--- config.mk ---
export PLATFORM = sky130hd
export DESIGN_NAME = qrx_top
export DESIGN_NICKNAME = d
export VERILOG_FILES = /design/src/shared/qrx_pkg.sv /design/src/hw/qrx_top.sv /design/src/hw/qrx_fifo.sv
export VERILOG_INCLUDE_DIRS = /design/src /design/src/shared
export SDC_FILE = /design/constraint.sdc
export NUM_CORES = 1
export LEC_CHECK = 0
export CORE_MARGIN = 1
export CORE_UTILIZATION = 66
export CTS_BUF_LIST = sky130_fd_sc_hd__clkbuf_4
export DETAILED_ROUTE_END_ITERATION = 10
export DONT_BUFFER_PORTS = 1
export PLACE_DENSITY = 0.91
export SLEW_MARGIN = 20
export SYNTH_ARGS = -nofsm -noshare
export SYNTH_HDL_FRONTEND = slang
export SYNTH_SLANG_ARGS = --single-unit
--- constraint.sdc ---
create_clock -name clk -period 9.9 [get_ports clk]
set_clock_uncertainty 0.1 [all_clocks]
set_input_delay 0.495 -clock clk [delete_from_list [all_inputs] [get_ports clk]]
set_output_delay 0.495 -clock clk [all_outputs]
set_load 0.01 [all_outputs]
--- src/shared/qrx_defs.svh ---
// constants for the quad receive word-align block
// assumes inclusion by bare name from the package and the design files
`ifndef QRX_DEFS_SVH
`define QRX_DEFS_SVH

// ----------------------------------------------------------------
// character layout
// ----------------------------------------------------------------
`define QRX_CHANNELS     4
`define QRX_WORD_BITS    10
`define QRX_SHIFT_BITS   20
// comma: first seven bits received are 0011111, bit 0 earliest
`define QRX_COMMA_MASK   10'h07F
`define QRX_COMMA_VALUE  10'h07C

// ----------------------------------------------------------------
// recovered clock divider, counted in serial bit times
// ----------------------------------------------------------------
`define QRX_DIV_W        5
`define QRX_TOP_FAST     5'h09
`define QRX_TOP_SLOW     5'h13
`define QRX_HALF_FAST    5'h05
`define QRX_HALF_SLOW    5'h0A
`define QRX_BIT_TOP      4'h9

// ----------------------------------------------------------------
// buffering
// ----------------------------------------------------------------
`define QRX_FIFO_DEPTH   16

`endif

--- src/shared/qrx_pkg.sv ---
// types shared by the quad receive word-align block
// assumes the constants header sits beside it on the include path
`include "qrx_defs.svh"

package qrx_pkg;
  // recovered clock rate as selected by the rate pin
  typedef enum logic {
    qrx_rate_slow,
    qrx_rate_fast
  } qrx_rate_t;

  // one received character
  typedef logic [`QRX_WORD_BITS-1:0] qrx_char_t;
endpackage : qrx_pkg

--- src/hw/qrx_top.sv ---
// four-channel receive path: loopback select, comma alignment, recovered clocks
// assumes clk runs at one serial bit time; serial inputs are asynchronous pins,
// the transmit bits come from logic on clk
`timescale 1ns/1ps
`include "qrx_defs.svh"

// What this block does
// present 10-bit characters, timed by recovered clocks
// bit zero holds earliest received bit
// rate pin low 1/20, high 1/10
// two complementary clocks, synchronous to bus
// loopback low: take external serial input
// loopback high: take own transmit stream
// sync high: align and flag commas
// sync low: hold boundary, flag low
// flag on comma, seven fixed bits; in slow mode only on the true rise
// flag lasts half a comp period
// flag rises only with true clock
// loopback high: output true high, comp low
// realign so comma fills one word
// far side samples with recovered clocks
module qrx_top #(
  parameter int CH    = `QRX_CHANNELS,
  parameter int DEPTH = `QRX_FIFO_DEPTH
) (
  input  wire logic                              clk,
  input  wire logic                              rstn,
  input  wire logic                              rec_clk_rate_sel,
  input  wire logic                              loopback_en,
  input  wire logic                              sync_en,
  input  wire logic                              present_hold,
  input  wire logic [CH-1:0]                     serial_rx_in,
  input  wire logic [CH-1:0]                     serial_tx_bit,
  output logic      [CH-1:0]                     serial_tx_out_p,
  output logic      [CH-1:0]                     serial_tx_out_n,
  output logic      [CH-1:0][`QRX_WORD_BITS-1:0] rx_char_bus,
  output logic      [CH-1:0]                     rec_clk_true,
  output logic      [CH-1:0]                     rec_clk_comp,
  output logic      [CH-1:0]                     comma_flag,
  output logic      [CH-1:0]                     fifo_in_ready
);

  // ----------------------------------------------------------------
  // helpers
  // ----------------------------------------------------------------
  // comma test: last three bits are don't care
  function automatic logic is_comma(input qrx_pkg::qrx_char_t w);
    is_comma = ((w & `QRX_COMMA_MASK) == `QRX_COMMA_VALUE);
  endfunction : is_comma

  // ----------------------------------------------------------------
  // reset release and pin synchronisers
  // ----------------------------------------------------------------
  logic          rst_a_q;     // first reset stage
  logic          rst_n;       // released reset used everywhere
  logic [2:0]    ctl_a_q;     // first stage of shared pins
  logic [2:0]    ctl_q;       // synchronised shared pins
  logic [CH-1:0] rxs_a_q;     // first stage of serial inputs
  logic [CH-1:0] rxs_q;       // synchronised serial inputs
  qrx_pkg::qrx_rate_t rate;   // decoded rate select

  // reset is asserted at once, released two edges later
  always_ff @(posedge clk or negedge rstn) begin
    if (!rstn) begin
      rst_a_q <= 1'b0;
      rst_n   <= 1'b0;
    end else begin
      rst_a_q <= 1'b1;
      rst_n   <= rst_a_q;
    end
  end

  // two stages for the shared pins and serial inputs (present_hold is not synchronised); only the second stage is read
  always_ff @(posedge clk or negedge rst_n) begin
    if (!rst_n) begin
      ctl_a_q <= '0;
      ctl_q   <= '0;
      rxs_a_q <= '0;
      rxs_q   <= '0;
    end else begin
      ctl_a_q <= {sync_en, loopback_en, rec_clk_rate_sel};
      ctl_q   <= ctl_a_q;
      rxs_a_q <= serial_rx_in;
      rxs_q   <= rxs_a_q;
    end
  end

  // rate decode
  assign rate = ctl_q[0] ? qrx_pkg::qrx_rate_fast : qrx_pkg::qrx_rate_slow;

  // ----------------------------------------------------------------
  // per-channel datapath
  // ----------------------------------------------------------------
  for (genvar i = 0; i < CH; i++) begin : g_ch
    logic [`QRX_SHIFT_BITS-1:0] sr_q;        // serial history, oldest at bit 0
    logic [3:0]                 bit_q;       // bit position inside a character
    logic                       push_q;      // character ready for the fifo
    qrx_pkg::qrx_char_t         word_q;      // character held for the fifo
    logic                       serial_bit;  // selected serial source
    qrx_pkg::qrx_char_t         newest;      // last ten bits received
    logic                       realign;     // comma found off the boundary
    logic [`QRX_DIV_W-1:0]      div_q;       // recovered clock phase
    logic [`QRX_DIV_W-1:0]      div_d;       // next phase
    logic [`QRX_DIV_W-1:0]      top;         // last phase of a period
    logic [`QRX_DIV_W-1:0]      half;        // first low phase
    logic                       pop_req;     // fetch next character now
    logic                       popped_q;    // fifo gave a character
    logic                       out_valid;   // fifo has a character
    qrx_pkg::qrx_char_t         fifo_data;   // registered fifo output
    logic                       in_ready;    // fifo has room
    logic                       tx_p_q;      // serial output true leg
    logic                       tx_n_q;      // serial output comp leg
    qrx_pkg::qrx_char_t         char_q;      // presented character
    logic                       rck_q;       // true recovered clock
    logic                       rckn_q;      // comp recovered clock
    logic                       flag_q;      // comma flag
    logic                       fin_rdy_q;   // registered fifo room

    // external input when loopback is low
    // own transmit stream when loopback is high
    assign serial_bit = ctl_q[1] ? serial_tx_bit[i] : rxs_q[i];
    assign newest     = sr_q[`QRX_SHIFT_BITS-1 -: `QRX_WORD_BITS];
    // align only while sync is on; R8 otherwise the boundary stays
    assign realign    = ctl_q[2] && is_comma(newest) && (bit_q != `QRX_BIT_TOP);

    // static output during loopback, true leg high
    always_ff @(posedge clk or negedge rst_n) begin
      if (!rst_n) begin
        tx_p_q <= 1'b1;
        tx_n_q <= 1'b0;
      end else begin
        tx_p_q <= ctl_q[1] | serial_tx_bit[i];
        tx_n_q <= ~ctl_q[1] & ~serial_tx_bit[i];
      end
    end

    // new bits enter at the top and move down, so bit 0 is earliest
    always_ff @(posedge clk or negedge rst_n) begin
      if (!rst_n) begin
        sr_q <= '0;
      end else begin
        sr_q <= {serial_bit, sr_q[`QRX_SHIFT_BITS-1:1]};
      end
    end

    // character boundary counter
    always_ff @(posedge clk or negedge rst_n) begin
      if (!rst_n) begin
        bit_q  <= '0;
        push_q <= 1'b0;
        word_q <= '0;
      end else begin
        push_q <= 1'b0;
        // comma off boundary closes the word here
        if (realign || bit_q == `QRX_BIT_TOP) begin
          bit_q  <= '0;
          push_q <= 1'b1;
          word_q <= newest;
        end else begin
          bit_q <= bit_q + 4'h1;
        end
      end
    end

    // the fifo absorbs the phase step a realignment causes;
    // a character offered while it is full is lost, shown on fifo_in_ready
    qrx_fifo #(
      .WIDTH (`QRX_WORD_BITS),
      .DEPTH (DEPTH)
    ) u_fifo (
      .clk       (clk),
      .rst_n     (rst_n),
      .in_valid  (push_q),
      .in_data   (word_q),
      .in_ready  (in_ready),
      .out_valid (out_valid),
      .out_ready (pop_req),
      .out_data  (fifo_data)
    );

    // divider limits follow the rate pin
    assign top  = (rate == qrx_pkg::qrx_rate_fast) ? `QRX_TOP_FAST : `QRX_TOP_SLOW;
    assign half = (rate == qrx_pkg::qrx_rate_fast) ? `QRX_HALF_FAST : `QRX_HALF_SLOW;
    assign div_d = (div_q >= top) ? '0 : div_q + 5'h01;
    // fetch one cycle before each clock edge that carries a character:
    // fast mode once a period (true rise only), slow mode on both edges,
    // so the drain rate matches one character per ten bits while present_hold is low
    assign pop_req = !present_hold &&
                     (div_d == '0 || (rate == qrx_pkg::qrx_rate_slow && div_d == half));

    // both clocks from one phase counter, always complements
    always_ff @(posedge clk or negedge rst_n) begin
      if (!rst_n) begin
        div_q  <= '0;
        rck_q  <= 1'b1;
        rckn_q <= 1'b0;
      end else begin
        div_q  <= div_d;
        rck_q  <= (div_d < half);
        rckn_q <= !(div_d < half);
      end
    end

    // remember whether the fetch found a character
    always_ff @(posedge clk or negedge rst_n) begin
      if (!rst_n) begin
        popped_q  <= 1'b0;
        fin_rdy_q <= 1'b1;
      end else begin
        popped_q  <= pop_req && out_valid;
        fin_rdy_q <= in_ready;
      end
    end

    // bus changes one bit time after each recovered clock edge that fetched a character
    always_ff @(posedge clk or negedge rst_n) begin
      if (!rst_n) begin
        char_q <= '0;
      end else if (popped_q) begin
        char_q <= fifo_data;
      end
    end

    // comma flag; in slow mode a comma on the falling half is not flagged
    always_ff @(posedge clk or negedge rst_n) begin
      if (!rst_n) begin
        flag_q <= 1'b0;
      end else if (!ctl_q[2]) begin
        // flag held low
        flag_q <= 1'b0;
      end else if (popped_q && div_q == '0) begin
        // raise only where the true clock rises
        flag_q <= is_comma(fifo_data);
      end else if (div_q == half) begin
        // drop after half a comp period
        flag_q <= 1'b0;
      end
    end

    assign serial_tx_out_p[i] = tx_p_q;
    assign serial_tx_out_n[i] = tx_n_q;
    assign rx_char_bus[i]     = char_q;
    assign rec_clk_true[i]    = rck_q;
    assign rec_clk_comp[i]    = rckn_q;
    assign comma_flag[i]      = flag_q;
    assign fifo_in_ready[i]   = fin_rdy_q;
  end : g_ch
endmodule : qrx_top

--- src/hw/qrx_fifo.sv ---
// small synchronous fifo with registered read data
// assumes one clock and an active-low reset already synchronised
`timescale 1ns/1ps

module qrx_fifo #(
  parameter int WIDTH = 10,
  parameter int DEPTH = 16
) (
  input  wire logic             clk,
  input  wire logic             rst_n,
  input  wire logic             in_valid,
  input  wire logic [WIDTH-1:0] in_data,
  output logic                  in_ready,
  output logic                  out_valid,
  input  wire logic             out_ready,
  output logic      [WIDTH-1:0] out_data
);
  localparam int AW = $clog2(DEPTH);

  // ----------------------------------------------------------------
  // storage and pointers
  // ----------------------------------------------------------------
  logic [WIDTH-1:0] mem_q [DEPTH];   // character store
  logic [AW-1:0]    wr_q;            // write pointer
  logic [AW-1:0]    rd_q;            // read pointer
  logic [AW:0]      count_q;         // words held
  logic             push;            // accepted write
  logic             pop;             // accepted read

  assign push      = in_valid && in_ready;
  assign pop       = out_valid && out_ready;
  // full and empty are taken from the count, so they never lie
  assign in_ready  = (count_q != (AW+1)'(DEPTH));
  assign out_valid = (count_q != '0);

  // write side
  always_ff @(posedge clk) begin
    if (push) begin
      mem_q[wr_q] <= in_data;
    end
  end

  // pointers and fill level
  always_ff @(posedge clk or negedge rst_n) begin
    if (!rst_n) begin
      wr_q    <= '0;
      rd_q    <= '0;
      count_q <= '0;
    end else begin
      if (push) begin
        wr_q <= (wr_q == AW'(DEPTH-1)) ? '0 : wr_q + 1'b1;
      end
      if (pop) begin
        rd_q <= (rd_q == AW'(DEPTH-1)) ? '0 : rd_q + 1'b1;
      end
      count_q <= count_q + (AW+1)'(push) - (AW+1)'(pop);
    end
  end

  // read data appears the cycle after the pop, from a register
  always_ff @(posedge clk or negedge rst_n) begin
    if (!rst_n) begin
      out_data <= '0;
    end else if (pop) begin
      out_data <= mem_q[rd_q];
    end
  end
endmodule : qrx_fifo

==> results.md, run 1 <==
- CTS buffer count: 221
- Overall overflow remaining after global route: 0
- Number of flops mapped to enable cells by yosys: 640
- Max-slew violation count: 0
- # H-tree levels: 4
- Startpoint Class: flop
- Highest metal used: met4
- Post_cts resized: 0
- Initial Util: 66.9%
- Critical path type: flop to flop
- Multi-input logic area: 9440 um2
- Top cells by count, synth: edfxtp_1 (640), dfrtp_1 (284), mux4_2 (160)
- Synthesized instance count: 2049
- Final Hold Vio Count: 0
- Gr usage total: between 20% and 30%
- CP Capture Type: flop
- Drt first-iter violations: between 1500 and 2000
- Worst EP arrival: 6.39 ns
- CP required: 10.69 ns
- Dpl cells: ~2700
- Met3 WL: 5520 um
- Row count: 86
- CORE AREA: between 50000 and 60000 um2
- Syn. warnings: 0
- Crit-path slowest cell: a2111oi_4
- Top cell type's share of synthesized area: 52.1%
- Syn Nets: between 2000 and 2500
- MaxCap Viol Count: 0
- Dominant cells by area after synthesis: edfxtp_1 (52%), dfrtp_1 (19%), mux4_2 (9.8%), mux2_2 (3.7%), ha_1 (3.0%)
- Reg-to-reg startpoint: ctl_q[0]
- Synthesized cell area: 36900 um2
- Placer Congestion: 0.802
- RSZ-0062 raised after global routing: false
- Wire length of the first global-routing pass: 114000 um
- Die X: 238 um
- Largest net degree at the start of global routing: between 150 and 200
- Internal reg-to-reg setup slack: between 4 and 5 ns
- Wire length on met2: approximately 38000 um
- CTS sink cnt: ~940
- Post-Route WL: 72700 um
- Antenna violations before repair: 2
- Avg Inst Size Synth: 18.0 um2
- DR pass1 iterations: 6
- Hold Startpoint: serial_tx_bit[1]
- Fin crit share: a little under three fifths
- Clk slew on worst S/H paths: 0.06 ns
- Yosys cell types: 63
- Height of the die: approximately 240 um
- Number of global-route vias before repair: slightly above 20000
- DP HPWL: 45300 um
- TritonCTS clock tree: yes
- Post-route insts no fill: 3154
- Slew margin rel.: 21.7%
- IO Count: just under 80
- LEAKAGE: roughly 15 nW
- Vias per cell: roughly 6.1
- Outcome: finished, final reports clean
- Min-Delay Path Class: primary input to flop
- Synth async-reset ratio: 31.6%
- DRC: 0
- Synth-to-Final Area Change: 10.4%
- Port bufs: 0
- CP max stage delay: 0.76 ns
- Setup bufs post-CTS: 0
- Hold path endpoint: g_ch[1].sr_q[19]
- Post-synthesis sequential area ratio: 72.3%
- CTS Buffer Depth: 3
- Sum Neg Setup Slack: 0 ns
- Final Net Count: 2319
- Cts hold-fix bufs: 26
- Worst-Skew Late Latency: approximately 1.1 ns
- FF+latch area: 26600 um2
- Crit path cell chain: buf_4 > inv_1 > ha_1 > o21a_1 > o21a_1 > nor3_1 > and2_1 > ha_1 > and3_1 > nand3_1 > o311a_1 > a2111oi_4 > ha_1 > inv_1 > ha_1 > inv_1 > fa_1 > inv_1 > a21oi_1 > nor2_1 > nor2_1 > xnor2_1
- P per Cell Area: 302 nW/um2
- Most common flop cell mapped by yosys: edfxtp_1
- Peak supply drop: 0.151 mV
- Path depth of the worst reg2reg path: 22
- WL/cell: 23.0 um
- Most frequent cell after synthesis: edfxtp_1
- Area leader, netlist: edfxtp_1
- CP Max Fanout: 32
- Share of layout cells above drive strength 1: 29.6%
- Fmax: 179 MHz
- Die ar.: roughly 57000 um2
- Yosys reg bits: 936
- Overall Power: 0.0123 W
- Final setup viols: 0
- Fillcell total: between 2000 and 3000
- Antenna viol nets, final: 0
- Worst-margin pin slew: 1.17 ns
- Routed via count: 19369
- Root Buffer Master: clkbuf_4
- WHS Path Cells: 2
- Reg2reg end: g_ch[1].u_fifo.count_q[4]
- Final min period: about 5.6 ns
- DRT met1 WL: 27700 um
cells in the final DEF (no fill, tap or decap), drive strengths merged, types with 20 or more instances in the layout:
cell type / netlist / final
a22oi: 20 / 20
buf: 56 / 24
clkbuf: 53 / 343
clkinv: 0 / 57
dfrtp: 284 / 284
dlygate4sd3: 0 / 26
edfxtp: 640 / 640
ha: 88 / 88
inv: 73 / 81
mux2: 121 / 121
mux4: 160 / 160
nand2: 68 / 68
nand2b: 20 / 20
nand3: 33 / 33
nor2: 114 / 114
nor3: 24 / 24
o21ai: 20 / 20
o22ai: 64 / 64
xnor2: 28 / 28
registers in the layout, summed over array words and instances (netlist names), 16 cells and up:
name and flops:
g_ch.u_fifo.rd_q 16, g_ch.u_fifo.out_data 40, g_ch.u_fifo.mem_q 640, g_ch.bit_q 16
g_ch.u_fifo.wr_q 16, g_ch.word_q 40, g_ch.div_q 20, g_ch.char_q 40
g_ch.sr_q 40, g_ch.u_fifo.count_q 20
worst max path at each step:
stage | from | to | depth (start not counted)
floorplan | rst_n | ctl_a_q[0] | 0
global route | ctl_q[0] | g_ch[1].u_fifo.count_q[4] | 22
detailed placement | ctl_q[0] | g_ch[1].u_fifo.count_q[4] | 22
global placement | ctl_q[0] | g_ch[1].u_fifo.count_q[4] | 22
finish | ctl_q[0] | g_ch[1].u_fifo.count_q[4] | 22
CTS | ctl_q[0] | g_ch[1].u_fifo.count_q[4] | 22
cell type report:
class / count / share of cell area (%)
antenna: 3 / 0.0185
clock buffer: 343 / 6.33
clock inverter: 70 / 0.831
inverter: 73 / 0.674
multi-input combinational: 931 / 23.2
sequential: 936 / 65.5
tap: 748 / 2.30
timing repair buffer: 50 / 1.11
routing by layer:
layer,vias to the layer above,track usage [%]
li1,8385,-
met1,9884,34.3
met2,940,44.3
met3,160,7.02
met4,0,10.5
met5,-,0
logic make-up (layout without fill, tap and decap cells):
logic type      Yosys count  count (layout)  synth area share (%)
flops                   936             936                  72.3
simple gates            334             334                  4.47
mux                     281             281                  13.5
buf+inv                 182             536                  2.21
compound gates          177             177                  3.27
fa+ha+maj                92              92                  3.20
xor+xnor                 46              46                  1.09
other cells               1               4                0.0102
through the flow:
stage,utilization (%),instance area [um2],setup slack (ns),hold slack [ns]
after floorplan,-,36900,0.961,0.0994
after global placement,68.0,37500,4.61,0.0995
after detailed placement,68.0,37500,4.23,0.0995
after CTS,73.8,40600,4.16,0.00933
after global routing,73.8,40700,4.02,0.0273
final,73.8,40700,4.30,0.127
critical path, delay by kind of cell, from the launching register on:
kind | cells | cell delay, ns
DFF | 1 | 0.33
buffers and inverters | 5 | 0.87
xor gates and xnor gates | 1 | 0.12
AOI/OAI and AO/OA | 5 | 1.37
and+or+nand+nor | 6 | 1.06
adders and majority gates | 5 | 1.56
power breakdown:
part / internal, W / switching, W / total [W]
registers: 0.00513 / 0.00101 / 0.00615
clock network: 0.00163 / 0.00147 / 0.00310
logic: 0.00150 / 0.00156 / 0.00306
(Power assumes the default switching activity.)
==> run 2, diff against run 1 <==
CORE_UTILIZATION = 59   (was 66)
PLACE_DENSITY = 0.87   (was 0.91)
clock period = 4.8 ns   (was 9.9 ns; I/O delays follow)
==> run 2 against run 1 <==
Against the previous run:
- critical endpoint unchanged
- highest routed layer unchanged
- core utilization fell by 7.5 points
- largest cell class unchanged
- critical path type unchanged
- sequential share of layout area is 0.41 points lower
- wire length decreased by 0.55%
- global-route usage down 3.2 points
- worst hold slack got worse by 0.020 ns
==> results.md, run 2 (same netlist as run 1, synthesis figures left out) <==
- Outcome: finished, final reports clean
- Min-Delay Path Class: primary input to flop
- Min Hold Slack: ~0.11 ns
- Critical path type: flop to flop
- Final Hold Vio Count: 0
- CTS Buffer Depth: 3
- Worst-margin pin slew: 1.13 ns
- Largest Register: g_ch.u_fifo.mem_q
- Fmax: 226 MHz
- DRC: 0
- Synth-to-Final Area Change: 11.1%
- Peak supply drop: ~0.32 mV
- Placer Congestion: ~0.82
- Sum Neg Setup Slack: 0 ns
- Routed via count: roughly 19000
- Clk slew on worst S/H paths: 0.07 ns
- CP Capture Type: flop
- Wire length on met2: 37700 um
- Reg2reg end: g_ch[1].u_fifo.count_q[4]
- Fin util: 66.3%
- CP required: between 5 and 6 ns
- Wire length of the first global-routing pass: 113000 um
- FF+latch area: 26700 um2
- Startpoint Class: flop
- Hold path endpoint: g_ch[2].popped_q
- Worst-Skew Late Latency: between 1 and 1.5 ns
- CP Max Fanout: 15
- Multi-input logic area: 9440 um2
- Final setup viols: 0
- Antenna viol nets, final: 0
- Critical Path Start: ctl_q[0]
- Internal reg-to-reg setup slack: 0.38 ns
- DRT met1 WL: about 28000 um
- RSZ-0062 raised after global routing: false
- Worst setup margin: 0.375 ns
- Height of the die: 252 um
- Final Net Count: about 2300
- Port bufs: 0
- MaxCap Viol Count: 0
- Met3 WL: 4750 um
- Hold Startpoint: present_hold
- Root Buffer Master: clkbuf_4
- Fin crit share: between 90% and 100%
- Antenna violations before repair: 3
- Most frequent cells in the layout: edfxtp_1 (640), clkbuf_4 (339), dfrtp_1 (276), mux4_2 (160), mux2_2 (121)
- LEAKAGE: between 10 and 15 nW
- TritonCTS clock tree: yes
- Worst EP arrival: 5.25 ns
- Post-route insts no fill: around 3300
- Fillcell total: 3847
- Max reg flops: 640
- Vias per cell: around 5.9
- Dpl cells: 2808
- WHS Path Cells: 4
- Path depth of the worst reg2reg path: 21
- IO Count: 78
- Overall overflow remaining after global route: 0
- Gr usage total: 23.6%
- Number of global-route vias before repair: 20255
- Share of layout cells above drive strength 1: 29.7%
- Slew margin rel.: 24.7%
- CTS buffer count: 222
- CP max stage delay: 0.43 ns
- Max-slew violation count: 0
- Row count: 91
- Die ar.: between 60000 and 70000 um2
- DP HPWL: about 45000 um
- CP delay by family, top: adder cells
- Drt first-iter violations: ~1600
- Highest metal used: met4
- P per Cell Area: ~620 nW/um2
- Die X: 252 um
- DR pass1 iterations: 5
- Setup slack at placement: 0.458 ns
- CORE AREA: 61700 um2
- WL/cell: around 22 um
- Buffers & Inverters on Critical Path: 5
- CTS sink cnt: approximately 940
- Commonest non-fill, non-tap cell in the layout: edfxtp_1
- Largest net degree at the start of global routing: 89
- Initial Util: 59.7%
- Crit path cell chain: buf_4 > ha_1 > inv_1 > nor4_4 > nor3_1 > and2_1 > ha_1 > and3_1 > nand3_1 > o311a_1 > a2111oi_4 > ha_1 > inv_1 > ha_1 > inv_1 > fa_1 > inv_1 > a21oi_1 > nor2_1 > nor2_1 > xnor2_1
- Final min period: 4.42 ns
- # H-tree levels: 4
- Crit-path slowest cell: fa_1
- Reg-to-reg startpoint: ctl_q[0]
- Post-Route WL: 72300 um
==> run 2: power by group <==
part / total [W] / switching (W) / leakage [nW] / internal, W
registers: 0.0128 / 0.00225 / 9.29 / 0.0106
clock network: 0.00644 / 0.00309 / 1.75 / 0.00335
logic: 0.00610 / 0.00300 / 3.93 / 0.00310
total: 0.0254 / 0.00834 / 15.0 / 0.0170
==> run 2: worst max path at each step <==
| stage | to | slack [ns] | depth (start not counted) |
|---|---|---|---|
| global placement | g_ch[1].u_fifo.count_q[4] | 0.61 | 21 |
| CTS | g_ch[1].u_fifo.count_q[4] | 0.45 | 21 |
| global route | g_ch[1].u_fifo.count_q[4] | 0.14 | 21 |
| detailed placement | g_ch[1].u_fifo.count_q[4] | 0.46 | 21 |
| floorplan | g_ch[1].u_fifo.count_q[4] | 0.18 | 22 |
| finish | g_ch[1].u_fifo.count_q[4] | 0.38 | 21 |
==> run 2: metal layers <==
layer,track usage (%),up-vias
li1,-,8429
met1,30.7,9959
met2,39.7,783
met3,5.23,129
met4,8.00,0
met5,0,-
==> run 2: what timing repair did <==
action	in CTS	in global routing
buffers inserted	0	0
hold buffers	30	0
hold endpoints to repair	95	0
gates resized for setup	0	0
==> run 2: area by class of cell <==
class / instances / share of cell area [%]
Clock buffer: 339 / 6.22
Antenna cell: 5 / 0.0306
Sequential cell: 936 / 65.1
Clock inverter: 82 / 0.987
Tap cell: 837 / 2.56
Multi-Input combinational cell: 931 / 23.1
Timing Repair Buffer: 61 / 1.36
Inverter: 73 / 0.669
==> run 2: worst min-delay path: cells and delay by family <==
kind	cells	cell delay (ns)
buf+inv	2	0.80
compound gates	2	0.17
==> run 2: metrics by stage <==
stage | instance area (um2) | power, W
after floorplan | 36900 | 0.0170
after global placement | 37700 | 0.0184
after detailed placement | 37700 | 0.0190
after CTS | 40900 | 0.0255
after global routing | 40900 | 0.0267
final | 40900 | 0.0254
==> run 3, diff against run 2 <==
==> constraint.sdc (replaced) <==
create_clock -name clk -period 4.8 [get_ports clk]
set_clock_uncertainty 0.1 [all_clocks]
set_input_delay 0.72 -clock clk [delete_from_list [all_inputs] [get_ports clk]]
set_output_delay 0.72 -clock clk [all_outputs]
set_load 0.01 [all_outputs]
==> run 3 against run 2 <==
Against the previous run:
- clock power hardly changed
- final cell count is 0.49% lower
- global-route usage is 0.089 points lower
- sequential power hardly changed
- cell area is 0.39% lower
- via count is 0.15% lower
- total power hardly changed
- count of clock-buffer cells in the layout stayed put
- die area stayed put
- wire length is 0.37% lower
- worst hold slack better by 0.035 ns
- flip-flop and latch count stayed put
- critical path type unchanged
- largest cell class unchanged
==> results.md, run 3 (same netlist as run 1, synthesis figures left out) <==
- Share of layout cells above drive strength 1: 29.9%
- Fin crit share: slightly above 90%
- Worst-margin pin slew: 1.12 ns
- P per Cell Area: 622 nW/um2
- DRC: 0
- CP max stage delay: 0.43 ns
- Clk slew on worst S/H paths: 0.07 ns
- Die X: approximately 250 um
- CP required: 5.63 ns
- Root Buffer Master: clkbuf_4
- CTS sink cnt: around 940
- Number of global-route vias before repair: 20172
- Final Net Count: 2315
- Worst EP arrival: 5.26 ns
- Crit path cell chain: buf_4 > ha_1 > inv_1 > nor4_4 > nor3_1 > and2_1 > ha_1 > and3_1 > nand3_1 > o311a_1 > a2111oi_4 > ha_1 > inv_1 > ha_1 > inv_1 > fa_1 > inv_1 > a21oi_1 > nor2_1 > nor2_1 > xnor2_1
- Synth-to-Final Area Change: 10.6%
- Antenna violations before repair: 3
- Initial Util: 59.7%
- Largest net degree at the start of global routing: between 80 and 90
- Max-slew violation count: 0
- RSZ-0062 raised after global routing: false
- Final min period: 4.43 ns
- Clock power frac: between 20% and 30%
- Height of the die: ~250 um
- NetSw: around 0.0083 W
- Die ar.: 63500 um2
- Routed via count: 19272
- Post-Route WL: 72000 um
- Switching part of the total: between 30% and 40%
- Min-Delay Path Class: primary input to flop
- Fin util: 66.1%
- CP Capture Type: flop
- Row count: a little over 90
- Worst-Skew Late Latency: ~1.0 ns
- Wire length of the first global-routing pass: 113000 um
- TritonCTS clock tree: yes
- Largest Register: g_ch.u_fifo.mem_q
- Slew margin rel.: 24.8%
- Critical path type: flop to flop
- Internal power: about 0.017 W
- IO Count: 78
- Comb power frac: 24.0%
- CTS buffer count: approximately 220
- Startpoint Class: flop
- WL/cell: 22.2 um
- DP HPWL: ~45000 um
- Commonest non-fill, non-tap cell in the layout: edfxtp_1
- Setup bufs post-CTS: 0
- Gr usage total: 23.5%
- LEAKAGE: about 15 nW
- Final setup viols: 0
- Sequential Power Share: 50.6%
- CP Max Fanout: 15
- Outcome: finished, final reports clean
- Antenna viol nets, final: 0
- Vias per cell: slightly below 6
- Peak supply drop: 0.305 mV
- Drt first-iter violations: roughly 1700
- Final Hold Vio Count: 0
- Crit-path slowest cell: fa_1
- Cts hold-fix bufs: 14
- Overall overflow remaining after global route: 0
- Placer Congestion: approximately 0.82
- Fmax: 226 MHz
- CORE AREA: 61700 um2
- DR pass1 iterations: 5
- Post_cts resized: 0
- Sum Neg Setup Slack: 0 ns
- # H-tree levels: 4
- MaxCap Viol Count: 0
- Port bufs: 0
- CTS Buffer Depth: 3
- Max reg flops: 640
- Most frequent cells in the layout: edfxtp_1 (640), clkbuf_4 (339), dfrtp_1 (276), mux4_2 (160), mux2_2 (121)
==> run 3: metal layers <==
layer  track usage, %  part of all wire, %
met3             5.21                  6.7
met1             30.7                   39
met5                0                    0
met4             8.00                  1.8
met2             39.4                   52
==> run 3: stage by stage <==
stage / total power (W) / cells / cell area [um2] / hold slack (ns) / setup WS, ns
2_1_floorplan: 0.0170 / 2049 / 36900 / 0.231 / 0.180
3_3_place_gp: 0.0184 / 2808 / 37700 / 0.232 / 0.610
3_5_place_dp: 0.0190 / 2808 / 37700 / 0.236 / 0.458
4_1_cts: 0.0255 / 3243 / 40800 / 0.0159 / 0.455
5_1_grt: 0.0267 / 3247 / 40800 / 0.0426 / 0.141
6_report: 0.0254 / 3248 / 40800 / 0.142 / 0.373
==> run 3: final cells by class <==
class	instances	area, um2
Sequential cell	936	26700
Multi-Input combinational cell	931	9440
Inverter	73	274
Tap cell	837	1050
Clock inverter	82	404
Clock buffer	339	2540
Fill cell	3862	20900
Antenna cell	5	12.5
Timing Repair Buffer	45	398
==> run 3: worst max-delay path: cells and delay by family (launching register included) <==
family | cells | cell delay, ns
simple gates | 7 | 1.11
xor+xnor | 1 | 0.12
fa+ha+maj | 5 | 1.50
flops | 1 | 0.41
buf+inv | 5 | 0.47
compound gates | 3 | 0.61
==> run 3: power by group through the flow <==
stage	logic, W	clock network (W)	registers, W
3_5_place_dp	0.00606	0	0.0130
5_1_grt	0.00668	0.00698	0.0131
3_3_place_gp	0.00567	0	0.0128
6_report	0.00610	0.00644	0.0128
4_1_cts	0.00613	0.00657	0.0128
2_1_floorplan	0.00525	0	0.0117
==> run 3: path summary, 6_finish.rpt <==
kind / from / endpoint / slack (ns) / cells after the start
min in group asynchronous: rst_n / g_ch[3].sr_q[19] / 0.33 / 0
min reg2reg: rxs_a_q[2] / rxs_q[2] / 0.24 / 0
max reg2reg: ctl_q[0] / g_ch[1].u_fifo.count_q[4] / 0.37 / 21
min: sync_en / ctl_a_q[2] / 0.14 / 1
max: ctl_q[0] / g_ch[1].u_fifo.count_q[4] / 0.37 / 21
max in group asynchronous: rst_n / g_ch[2].u_fifo.rd_q[1] / 2.98 / 1
